==> src/hdl/conv_port_map.svh <==
`ifndef CONV_PORT_MAP_SVH
`define CONV_PORT_MAP_SVH

// Register byte offsets
`define REG_CTRL 12'h000
`define REG_STATUS 12'h004
`define REG_INT_STATUS 12'h008
`define REG_INT_MASK 12'h00C
`define REG_LAST_RESULT 12'h010
`define REG_SAMPLE_COUNT 12'h014

// Control field positions
`define CTRL_SHUTDOWN_BIT 0
`define CTRL_OE_N_BIT 1
`define CTRL_FORMAT_LSB 2
`define CTRL_FORMAT_MSB 3

// Reset values: converting, outputs off until software enables them
`define CTRL_RESET 4'h2
`define INT_MASK_RESET 3'h0

// Interrupt status bits
`define INT_RESULT_BIT 0
`define INT_RANGE_BIT 1
`define INT_STATE_BIT 2
`define INT_WIDTH 3

// Converter figures
`define CONV_WIDTH 12
`define LEVEL_WIDTH 14
`define PIPE_LATENCY 5
`define SAMPLE_COUNT_WIDTH 16

`endif

==> src/hdl/conv_port_pkg.sv <==
package conv_port_pkg;
  `include "conv_port_map.svh"

  typedef enum logic [1:0] {
    ST_NORMAL,
    ST_OUTPUT_OFF,
    ST_NAP,
    ST_SLEEP
  } power_state_t;

  typedef struct packed {
    logic range_flag;
    logic [`CONV_WIDTH-1:0] code;
  } result_t;

  typedef struct packed {
    logic twos_complement;
    logic stabilizer_on;
  } format_t;
endpackage : conv_port_pkg
==> src/hdl/conv_port_ctrl.sv <==
`timescale 1ns/1ps
`include "conv_port_map.svh"

module conv_port_ctrl #(
  parameter int DATA_W = `CONV_WIDTH,
  parameter int LATENCY = `PIPE_LATENCY
) (
  input wire logic pclk,
  input wire logic presetn,
  input wire logic psel,
  input wire logic penable,
  input wire logic pwrite,
  input wire logic [11:0] paddr,
  input wire logic [31:0] pwdata,
  input wire logic [3:0] pstrb,
  output logic [31:0] prdata,
  output logic pready,
  output logic pslverr,
  input wire logic sample_clk,
  input wire logic signed [`LEVEL_WIDTH-1:0] analog_level,
  output logic [DATA_W-1:0] conversion_result,
  output logic conversion_result_oe,
  output logic range_flag,
  output logic range_flag_oe,
  output conv_port_pkg::power_state_t power_state,
  output logic irq
);
  import conv_port_pkg::*;

  initial begin
    if (DATA_W != `CONV_WIDTH) begin
      $error("DATA_W must equal the result struct width");
    end
    if (LATENCY < 2 || LATENCY > 8) begin
      $error("LATENCY must lie between 2 and 8");
    end
  end

  localparam logic signed [`LEVEL_WIDTH-1:0] LEVEL_MAX = 14'sh07FF;
  localparam logic signed [`LEVEL_WIDTH-1:0] LEVEL_MIN = -14'sh0800;
  // Reset control word, split into its fields at reset
  localparam logic [3:0] CTRL_RST = `CTRL_RESET;

  // Pin synchronisers; stage 1 feeds stage 2 only
  logic clk_s1_r;
  logic clk_s2_r;
  logic clk_s3_r;
  logic signed [`LEVEL_WIDTH-1:0] level_s1_r;
  logic signed [`LEVEL_WIDTH-1:0] level_s2_r;

  always_ff @(posedge pclk or negedge presetn) begin
    if (!presetn) begin
      clk_s1_r <= 1'b0;
      clk_s2_r <= 1'b0;
      clk_s3_r <= 1'b0;
    end else begin
      clk_s1_r <= sample_clk;
      clk_s2_r <= clk_s1_r;
      clk_s3_r <= clk_s2_r;
    end
  end

  // Level passes the same two stages as the clock edge, so it lines up with the edge it belongs to
  always_ff @(posedge pclk or negedge presetn) begin
    if (!presetn) begin
      level_s1_r <= '0;
      level_s2_r <= '0;
    end else begin
      level_s1_r <= analog_level;
      level_s2_r <= level_s1_r;
    end
  end

  // Control, interrupt and sample count registers
  logic shutdown_select_r;
  logic output_enable_n_r;
  logic [1:0] format_select_r;
  logic [`INT_WIDTH-1:0] int_status_r;
  logic [`INT_WIDTH-1:0] int_mask_r;
  logic [`SAMPLE_COUNT_WIDTH-1:0] sample_count_r;

  logic wr_access;
  logic rd_setup;
  logic addr_ok;
  assign wr_access = psel && penable && pwrite;
  assign rd_setup = psel && !penable;
  assign addr_ok = (paddr == `REG_CTRL) || (paddr == `REG_STATUS) ||
                   (paddr == `REG_INT_STATUS) || (paddr == `REG_INT_MASK) ||
                   (paddr == `REG_LAST_RESULT) || (paddr == `REG_SAMPLE_COUNT);

  always_ff @(posedge pclk or negedge presetn) begin
    if (!presetn) begin
      shutdown_select_r <= CTRL_RST[`CTRL_SHUTDOWN_BIT];
      output_enable_n_r <= CTRL_RST[`CTRL_OE_N_BIT];
      format_select_r <= CTRL_RST[`CTRL_FORMAT_MSB:`CTRL_FORMAT_LSB];
    end else if (wr_access && paddr == `REG_CTRL && pstrb[0]) begin
      shutdown_select_r <= pwdata[`CTRL_SHUTDOWN_BIT];
      output_enable_n_r <= pwdata[`CTRL_OE_N_BIT];
      format_select_r <= pwdata[`CTRL_FORMAT_MSB:`CTRL_FORMAT_LSB];
    end
  end

  always_ff @(posedge pclk or negedge presetn) begin
    if (!presetn) begin
      int_mask_r <= `INT_MASK_RESET;
    end else if (wr_access && paddr == `REG_INT_MASK && pstrb[0]) begin
      int_mask_r <= pwdata[`INT_WIDTH-1:0];
    end
  end

  // Power state decode from the two static selects
  power_state_t state_nxt;
  always_comb begin
    case ({shutdown_select_r, output_enable_n_r})
      2'b00: state_nxt = ST_NORMAL;
      2'b01: state_nxt = ST_OUTPUT_OFF;
      2'b10: state_nxt = ST_NAP;
      2'b11: state_nxt = ST_SLEEP;
      default: state_nxt = ST_SLEEP;
    endcase
  end

  power_state_t state_r;
  always_ff @(posedge pclk or negedge presetn) begin
    if (!presetn) begin
      state_r <= ST_OUTPUT_OFF;
    end else begin
      state_r <= state_nxt;
    end
  end
  assign power_state = state_r;

  // Four-level select decode
  format_t fmt;
  always_comb begin
    case (format_select_r)
      2'd0: fmt = '{twos_complement: 1'b0, stabilizer_on: 1'b0};
      2'd1: fmt = '{twos_complement: 1'b0, stabilizer_on: 1'b1};
      2'd2: fmt = '{twos_complement: 1'b1, stabilizer_on: 1'b1};
      2'd3: fmt = '{twos_complement: 1'b1, stabilizer_on: 1'b0};
      default: fmt = '{twos_complement: 1'b0, stabilizer_on: 1'b0};
    endcase
  end

  // Conversion runs only in the two awake states
  logic converting;
  logic sample_edge;
  assign converting = (state_r == ST_NORMAL) || (state_r == ST_OUTPUT_OFF);
  assign sample_edge = clk_s2_r && !clk_s3_r && converting;

  // Quantise: clamp to range, flag overflow, then code
  logic out_of_range;
  logic signed [`LEVEL_WIDTH-1:0] clamped;
  result_t fresh;
  always_comb begin
    out_of_range = (level_s2_r > LEVEL_MAX) || (level_s2_r < LEVEL_MIN);
    if (level_s2_r > LEVEL_MAX) begin
      clamped = LEVEL_MAX;
    end else if (level_s2_r < LEVEL_MIN) begin
      clamped = LEVEL_MIN;
    end else begin
      clamped = level_s2_r;
    end
    fresh.range_flag = out_of_range;
    // Offset binary is two's complement with the MSB inverted
    if (fmt.twos_complement) begin
      fresh.code = clamped[DATA_W-1:0];
    end else begin
      fresh.code = {~clamped[DATA_W-1], clamped[DATA_W-2:0]};
    end
  end

  // Pipeline: stage 0 holds the sample taken at this edge
  result_t pipe_r [LATENCY];
  result_t out_r;
  always_ff @(posedge pclk or negedge presetn) begin
    if (!presetn) begin
      for (int i = 0; i < LATENCY; i++) begin
        pipe_r[i] <= '0;
      end
      out_r <= '0;
    end else if (sample_edge) begin
      pipe_r[0] <= fresh;
      for (int i = 1; i < LATENCY; i++) begin
        pipe_r[i] <= pipe_r[i-1];
      end
      out_r <= pipe_r[LATENCY-1];
    end
  end

  always_ff @(posedge pclk or negedge presetn) begin
    if (!presetn) begin
      sample_count_r <= '0;
    end else if (sample_edge) begin
      sample_count_r <= sample_count_r + 1'b1;
    end
  end

  // Word and flag leave together from one register
  assign conversion_result = out_r.code;
  assign range_flag = out_r.range_flag;
  assign conversion_result_oe = (state_r == ST_NORMAL);
  assign range_flag_oe = (state_r == ST_NORMAL);

  // Sticky events; a set in the clearing cycle survives
  logic [`INT_WIDTH-1:0] int_set;
  logic [`INT_WIDTH-1:0] int_clr;
  assign int_set[`INT_RESULT_BIT] = sample_edge;
  assign int_set[`INT_RANGE_BIT] = sample_edge && pipe_r[LATENCY-1].range_flag;
  assign int_set[`INT_STATE_BIT] = (state_nxt != state_r);
  assign int_clr = (wr_access && paddr == `REG_INT_STATUS && pstrb[0]) ?
                   pwdata[`INT_WIDTH-1:0] : '0;

  always_ff @(posedge pclk or negedge presetn) begin
    if (!presetn) begin
      int_status_r <= '0;
    end else begin
      int_status_r <= (int_status_r & ~int_clr) | int_set;
    end
  end
  assign irq = |(int_status_r & int_mask_r);

  // Read data latched in setup, so the access phase answers at once
  logic [31:0] rd_mux;
  always_comb begin
    rd_mux = 32'h0000_0000;
    case (paddr)
      `REG_CTRL: rd_mux = {28'h0, format_select_r, output_enable_n_r, shutdown_select_r};
      `REG_STATUS: rd_mux = {27'h0, converting, fmt.twos_complement,
                             fmt.stabilizer_on, state_r};
      `REG_INT_STATUS: rd_mux = {29'h0, int_status_r};
      `REG_INT_MASK: rd_mux = {29'h0, int_mask_r};
      `REG_LAST_RESULT: rd_mux = {19'h0, out_r};
      `REG_SAMPLE_COUNT: rd_mux = {16'h0, sample_count_r};
      default: rd_mux = 32'h0000_0000;
    endcase
  end

  always_ff @(posedge pclk or negedge presetn) begin
    if (!presetn) begin
      prdata <= 32'h0000_0000;
      pslverr <= 1'b0;
    end else if (rd_setup) begin
      prdata <= pwrite ? 32'h0000_0000 : rd_mux;
      pslverr <= !addr_ok;
    end
  end
  assign pready = 1'b1;

  // Shadow history of fresh results, indexed by sample number
  result_t hist_r [8];
  always_ff @(posedge pclk or negedge presetn) begin
    if (!presetn) begin
      for (int i = 0; i < 8; i++) begin
        hist_r[i] <= '0;
      end
    end else if (sample_edge) begin
      hist_r[sample_count_r[2:0]] <= fresh;
    end
  end
  logic [2:0] old_idx;
  assign old_idx = 3'(sample_count_r[2:0] - 3'(LATENCY));
endmodule : conv_port_ctrl

==> config.mk <==
export PLATFORM = sky130hd
export DESIGN_NAME = conv_port_ctrl
export DESIGN_NICKNAME = d
export VERILOG_FILES = /design/src/hdl/conv_port_pkg.sv /design/src/hdl/conv_port_ctrl.sv
export VERILOG_INCLUDE_DIRS = /design/src /design/src/hdl
export SDC_FILE = /design/constraint.sdc
export NUM_CORES = 1
export LEC_CHECK = 0
export BUFFER_PORTS_ARGS = -buffer_cell sky130_fd_sc_hd__buf_4
export CAP_MARGIN = 5
export CORE_UTILIZATION = 55
export CTS_BUF_LIST = sky130_fd_sc_hd__clkbuf_4
export CTS_CLUSTER_DIAMETER = 150
export DETAILED_ROUTE_END_ITERATION = 8
export GPL_TIMING_DRIVEN = 0
export HOLD_SLACK_MARGIN = 0.02
export PLACE_DENSITY_LB_ADDON = 0.1
export REMOVE_ABC_BUFFERS = 1
export SLEW_MARGIN = 10
export SYNTH_ARGS = -nofsm -noshare
export SYNTH_HDL_FRONTEND = slang
export SYNTH_SLANG_ARGS = --single-unit
export TNS_END_PERCENT = 5
==> constraint.sdc <==
create_clock -name pclk -period 5.7 [get_ports pclk]
set_input_delay 0.855 -clock pclk [delete_from_list [all_inputs] [get_ports pclk]]
set_output_delay 0.855 -clock pclk [all_outputs]
set_load 0.02 [all_outputs]
======== Word-level counts from Yosys, hierarchy flattened ========
Index checks and enable logic that the tools add are counted.
word-level totals
  register bits ........................... 170
  input port bits ......................... 68
  output and inout port bits .............. 52
  word-level logic and storage cells ...... 82
operators by class
  add/sub/neg operators ................... 1
  magnitude comparators ................... 2
  eq/ne operators ......................... 13
  multiplexer cells ....................... 8
  bitwise gates (word level) .............. 5
  reduce and logical (&&, ||, !) cells .... 27
operator list
  kind                   count
  $pmux 16 s6            1
  $mux 12                3
  $eq 12x4->1 const B    2
  $eq 12x5->1 const B    2
  $add 16x1->16 const B  1
  $mux 16                1
  $pmux 2 s4             2
  $gt 14x12->1 const B   1
  $lt 14x12->1 const B   1
  $eq 12x3->1 const B    1
  $logic_and 1x1->1      12
  $logic_not 12->1       1
  $eq 2x2->1 const B     4
  $logic_or 1x1->1       7
  $and 3x3->3            2
  $eq 2x1->1 const B     3
  $logic_not 2->1        3
  $logic_not 1->1        3
  $mux 3                 1
  $not 3->3              1
  $or 3x3->3             1
  $reduce_or 3->1        1
  $ne 2x2->1             1
  $not 1->1              1

======== Longest topological paths before layout ========
Gate-level depths: netlist of run 1.
  word-level depth ........................ 8
  depth in mapped cells ................... 6
  depth with buffers taken out ............ 6

======== Least setup slack after synthesis of run 1 ========
No wires, ideal clock.
  path kind ............................... input-to-reg
  from .................................... in paddr[9]
  to ...................................... reg format_select_r[1]
  setup time .............................. 0.125 ns
  data arrival time ....................... 2.251 ns
  required time ........................... 5.575 ns
  path slack .............................. 3.324 ns
  stages .................................. 4
  path buffers ............................ 0
  cells stage by stage .................... nor4_1 > nand3b_1 > nor3_2 > mux2_2
on the way
  word-level cells in the longest chain between the ends .. 3
RTL lines
  item                                line                  text
  from (decl)                         conv_port_ctrl.sv:13  input wire logic [11:0] paddr,
  $logic_not 12->1 (no source line)   --
  $logic_and 1x1->1 (no source line)  --
  $logic_and 1x1->1                   conv_port_ctrl.sv:96  end else if (wr_access && paddr == `REG_CTRL && pstrb[0]) begin
  to (signal assigned)                conv_port_ctrl.sv:95  format_select_r <= CTRL_RST[`CTRL_FORMAT_MSB:`CTRL_FORMAT_LSB];
  to (signal assigned)                conv_port_ctrl.sv:99  format_select_r <= pwdata[`CTRL_FORMAT_MSB:`CTRL_FORMAT_LSB];
  to (decl)                           conv_port_ctrl.sv:77  logic [1:0] format_select_r;
Every way passes these cells.
A chain may end at the register's enable or synchronous reset.

======== Worst setup path in the final report of run 1 ========
Ends and elaborated chain as after synthesis.

==> impl_metrics.yaml, run 1 <==
outcome:
  status: "complete, no violations"
cts:
  path_clk_slew_ns: 0.12
  postCtsResizedCells: 0
  root_buffer: "clkbuf_4"
  cts_buffers: 17
  h-tree-depth: 4
  cts_tree: "built"
  post_cts_buffers: 0
  cts_num_sinks: 154
  clock_latency_ns: 0.54
  cts_hold_buf: 0
  clockBufferDepth: 2
timing:
  max_freq_mhz: 404
  fin_crit_ns: 2.47
  slew_violations: 0
  worst_pin_slew_ns: 0.793
  fin_skew_ns: 0.0161
  finalSetupViolations: 0
  rsz0062_at_grt: "false"
  finalHoldViolCount: 0
  max_slew_margin_pct: 46.9
  fin_crit_sh_pct: 43.4
floorplanning:
  rows: 38
  die_h_um: 109
  initial_utilization_pct: 57.3
  dieWidth_um: 109
  die-area_um2: 11900
  pin_count: 120
  core_um2: 11000
power_and_ir_drop:
  fin_total_pwr_mw: 2.37
  power_density_nw_per_um2: 325
  ir_worst_vdd_mv: 0.258
  power.leakage_nw: 3.82
synth:
  syn_area_um2: 6320
  ys.flop_type: "dfrtp_1"
  async_flop_share_pct: 100
  synth_top_area_cell: "dfrtp_1"
  syn_inst: 657
  synthAdderAreaFrac_pct: 0.594
  ys_ff_latch: 154
  synth-seq-area-share_pct: 61.0
  synth_top_area_share_pct: 60.2
  synth_simple_gate_area_share_pct: 22.8
  synthXorXnorAreaFrac_pct: 2.49
  synth.area.top_cells: "dfrtp_1 60%, nand2_1 15%, o21ai_0 2.7%"
  yosysUniqueCellTypes: 45
  yosys_warnings: 0
  synth_compound_area_share_pct: 5.62
  synth.area.mux_share_pct: 2.91
  synth_top_family_by_area: "simple AND/OR/NAND/NOR gates"
  synth_edf_count: 0
  synth.avg_cell_area_um2: 9.62
cells_and_area:
  final_layout_size_suffix_gt1_share_pct: 17.8
  fin_area_um2: 7290
  final_nets: 788
  area_growth_pct: 15.3
  diodes: 0
setup_path:
  critical_path_arrival_ns: 2.89
  cp-end-kind: "flop"
  critPathLaunchType: "primary input"
  rr_startpoint: "power_state[1]"
  cp.required_ns: 6.12
  crit_type: "in -> reg"
  timing.rr.end: "sample_count_r[14]"
  r2r_slack_ns: 3.33
  critPathMaxFanout: 10
  reg2reg_depth: 5
global_routing:
  antenna_found_initial: 0
  grt.total_usage_pct: 21.7
  grt_pass1_wl_mm: 19.5
  grt_pass1_vias: 4174
  grt_remaining_overflow: 0
  grt_max_degree: 83
detailed_routing:
  dr_total_vias: 4445
  drtAntennaViolNets: 0
  drt-pass1-iter-count: 4
  drc: 0
  wirelength_mm: 11.6
  drtIter0Drc: 376
  wl_per_cell_um: 13.4
  avgViaCountPerCell: 5.12
place:
  place.port_buffers: 71
  hpwl_mm: 7.80
  placed_area_um2: 6950
  routabilityCongestion: 0.819
min_path:
  hold_class: "in -> async"
job:
  cap_violations: 0
==> through the flow <==
step | hold WS, ns | utilization, % | TNS, ns | setup WS (ns) | std cells
2_1_floorplan | 0.331 | - | 0 | 0.203 | 619
3_3_place_gp | 0.331 | 61.8 | -80.73 | -2.12 | 830
3_5_place_dp | 0.336 | 63.0 | 0 | 2.72 | 838
4_1_cts | 0.276 | 66.1 | 0 | 3.28 | 869
5_1_grt | 0.290 | 66.1 | 0 | 3.15 | 869
6_report | 0.294 | 66.1 | 0 | 3.23 | 869
==> worst max-delay path, stage by stage <==
cell	delay [ns]
buf_4	0.11
nor4_1	0.60
nand3b_1	0.48
nor3_2	0.47
mux2_2	0.38
==> final cells by class <==
type	instances	area (um^2)
clock inverter	12	196
tap	140	175
timing repair buffer	79	649
sequential	154	3860
multi-input combinational	461	2260
inverter	4	15.0
fill	945	3740
clock buffer	19	143
==> kinds of logic after synthesis <==
group                    Yosys count
AO/OA/AOI/OAI                     59
XOR/XNOR                          18
adder cells (fa/ha/maj)            3
buffers and inverters             57
flip-flops                       154
multiplexers                      16
other                              2
AND/OR/NAND/NOR                  348
==> report_power, final <==
| part | switching, mW | internal (mW) | total [mW] | leakage [nW] |
|---|---|---|---|---|
| clock network | 0.365 | 0.399 | 0.764 | 0.178 |
| registers | 0.0961 | 1.22 | 1.32 | 1.97 |
| logic | 0.165 | 0.122 | 0.287 | 1.67 |
| total | 0.626 | 1.74 | 2.37 | 3.82 |
==> cells in the mapped netlist (3+ instances only) <==
master,instances
a211oi_1,3
a21o_1,9
a21oi_1,3
a22o_1,3
a31oi_1,3
and3_1,3
buf_4,18
clkbuf_1,32
dfrtp_1,152
ha_1,3
inv_1,4
mux2_2,9
mux2i_1,6
nand2_1,259
nand3_1,15
nand4_1,5
nor2_1,35
nor3_1,12
nor4_1,3
o21ai_0,34
xnor2_1,9
xor2_1,9
==> metal layers <==
metal	global-route usage (%)	share of wire (%)	routed length [um]	up-vias
met4	8.57	1.3	150	0
li1	-	-	-	2203
met3	5.62	5.4	629	14
met2	35.3	49	5680	124
met5	0	0	0	-
met1	27.8	44	5150	2104
==> how the worst max path moves through the flow <==
| stage | start | end | slack, ns | cells past startpoint |
|---|---|---|---|---|
| after detailed placement | paddr[9] | format_select_r[1] | 2.72 | 5 |
| final | paddr[9] | format_select_r[1] | 3.23 | 5 |
| after floorplan | power_state[1] | sample_count_r[10] | 0.20 | 4 |
| after CTS | int_status_r[2] | irq | 3.28 | 3 |
| after global routing | paddr[9] | format_select_r[1] | 3.15 | 5 |
| after global placement | power_state[1] | sample_count_r[10] | -2.12 | 4 |
==> flip-flops by register name (all words and copies together), names as in the netlist, 2 cells and up <==
register	cells
power_state	2
level_s1_r	14
int_mask_r	3
prdata	16
level_s2_r	14
pipe_r	65
sample_count_r	16
format_select_r	2
conversion_result	12
int_status_r	3
==> cell usage in the layout, fill, tap and decap left out, drive strengths merged, types with 4 or more instances in the layout <==
cell type and instances:
nor2 35, xnor2 9, mux2i 6, a21o 9, nand2 259, clkinv 5
mux2 9, nor4 4, inv 5, dfrtp 152, conb 17, bufinv 5
nand3 15, buf 79, o21ai 34, clkbuf 19, nand4 5, xor2 9
nor3 14
No activity file was read; power rests on OpenSTA's default activity.
==> inputs of run 2 (changes only) <==
==> constraint.sdc (replaced) <==
create_clock -name pclk -period 2.3 [get_ports pclk]
set_input_delay 0.345 -clock pclk [delete_from_list [all_inputs] [get_ports pclk]]
set_output_delay 0.345 -clock pclk [all_outputs]
set_load 0.02 [all_outputs]
==> impl_metrics.yaml, run 2 (synthesis results as in run 1) <==
cts:
  clockBufferDepth: 2
  cts_buffers: 17
  cts_tree: "built"
  root_buffer: "clkbuf_4"
  cts_num_sinks: 154
  path_clk_slew_ns: 0.12
  clock_latency_ns: 0.54
  h-tree-depth: 4
setup_path:
  critPathLaunchType: "flop"
  cp-end-kind: "flop"
  crit_type: "reg -> reg"
  crit_buf_inv: 1
  cpLargestDelayFamily: "simple AND/OR/NAND/NOR gates"
  cp.required_ns: 2.76
  worstPathCellList: "or3b_4 > buf_16 > or4b_4 > nor3_2 > xor2_1"
  cpMaxStageDelayCell: "or4b_4"
  critPathMaxFanout: 75
  critical_path_arrival_ns: 2.71
  slowest_delay_ns: 0.60
cells_and_area:
  fin_area_um2: 7520
  final-instance-count-excl-fill: 892
  final_common_cell: "nand2_1"
  largest-register: "pipe_r"
  final_nets: 811
  final_layout_size_suffix_gt1_share_pct: 17.8
  diodes: 0
  final_cell_mix: "259 x nand2_1, 151 x dfrtp_1, 74 x buf_4"
  fillCellCount: 911
  reg_top3: "pipe_r x65, prdata x16, sample_count_r x16"
  largest_register_ff_count: 65
  area_growth_pct: 19.0
detailed_routing:
  drtAntennaViolNets: 0
  drtIter0Drc: 314
  avgViaCountPerCell: 5.13
  wl_per_cell_um: 13.4
  dr_total_vias: 4578
  drt-pass1-iter-count: 5
  wirelength_mm: 12.0
  drc: 0
floorplanning:
  core_um2: 11000
  die_h_um: 109
  dieWidth_um: 109
  pin_count: 120
  rows: 38
  die-area_um2: 11900
  initial_utilization_pct: 57.3
global_routing:
  antenna_found_initial: 0
  grt.total_usage_pct: 22.2
  grt_max_degree: 83
  grt_pass1_wl_mm: 19.9
  grt_pass1_vias: 4290
  grt_remaining_overflow: 0
timing:
  fin_tns_setup_ns: 0
  max_freq_mhz: 445
  fin_skew_ns: 0.0125
  fin_crit_ns: 2.25
  finalSetupViolations: 0
  rsz0062_at_grt: "false"
  max_slew_margin_pct: 45.7
  whs_ns: 0.125
  slew_violations: 0
  fin_crit_sh_pct: 97.8
  finalHoldViolCount: 0
  worst_pin_slew_ns: 0.811
job:
  cap_violations: 0
place:
  placed_area_um2: 6950
  place.port_buffers: 71
  dpl.cell_count: 838
  routabilityCongestion: 0.819
  hpwl_mm: 7.80
power_and_ir_drop:
  ir_worst_vdd_mv: 0.634
  power_density_nw_per_um2: 784
  power.leakage_nw: 3.91
min_path:
  hold_class: "in -> reg"
outcome:
  status: "complete, no violations"
-- run 2: cell count changes in the layout (fill, tap and decap cells not counted) --
cell and delta:
dfrtp_2 +1, buf_4 +2, dfrtp_1 -1, dlygate4sd3_1 +20
or3b_2 +1, nor3b_4 +1, nor3b_2 -1
-- run 2: area by class of cell --
class	instances	area [um^2]	area share, %
multi-input cells	462	2270	30.2
clock inverters	12	196	2.61
flip-flops and latches	154	3860	51.3
inverters	4	15.0	0.200
well taps	140	175	2.33
repair buffers	101	865	11.5
clock buffers	19	143	1.90
-- run 2: metrics by stage --
stage | util, % | total power, mW | worst slack [ns]
6_report | 68.2 | 5.90 | 0.0512
2_1_floorplan | - | 3.68 | -3.20
5_1_grt | 68.2 | 6.22 | 0.00551
3_5_place_dp | 63.0 | 4.04 | -0.172
4_1_cts | 68.0 | 5.97 | 0.0233
3_3_place_gp | 61.8 | 3.98 | -5.52
-- run 2: final timing paths --
check / start / end / slack (ns) / cells past startpoint
setup / recovery: power_state[1] / sample_count_r[14] / 0.05 / 5
hold / removal: pwrite / prdata[3] / 0.13 / 4
setup reg to reg: power_state[1] / sample_count_r[14] / 0.05 / 5
hold reg to reg: level_s1_r[2] / level_s2_r[2] / 0.36 / 0
max in group asynchronous: presetn / format_select_r[1] / 1.18 / 3
min in group asynchronous: presetn / sample_count_r[15] / 0.38 / 2
-- run 2: worst register-to-register path, cell delays in order, from the launching register on --
cell and delay (ns):
dfrtp_2 0.50, or3b_4 0.47, buf_16 0.22, or4b_4 0.65, nor3_2 0.16, xor2_1 0.18
-- run 2: metal layers --
layer,track usage [%],wire length (um),vias up
met3,5.62,685,18
met5,0,0,-
li1,-,-,2252
met1,28.3,5210,2171
met2,36.3,5850,137
met4,9.24,218,0
-- run 2: where the power goes --
part           internal, mW  leakage, nW  total (mW)  switching [mW]
Combinational         0.328         1.77       0.745           0.417
Sequential             3.02         1.97        3.26           0.239
Clock                 0.988        0.178        1.89           0.905
Total                  4.34         3.91        5.90            1.56
-- run 2: repair_timing --
action | 4_1_cts | 5_1_grt
cloned | 1 | 0
pin swaps | 1 | 1
buffers inserted | 0 | 2
setup endpoints to repair | 2 | 6
endpoints found under the hold margin | 101 | 0
hold buffers | 20 | 0
resized for setup | 1 | 1
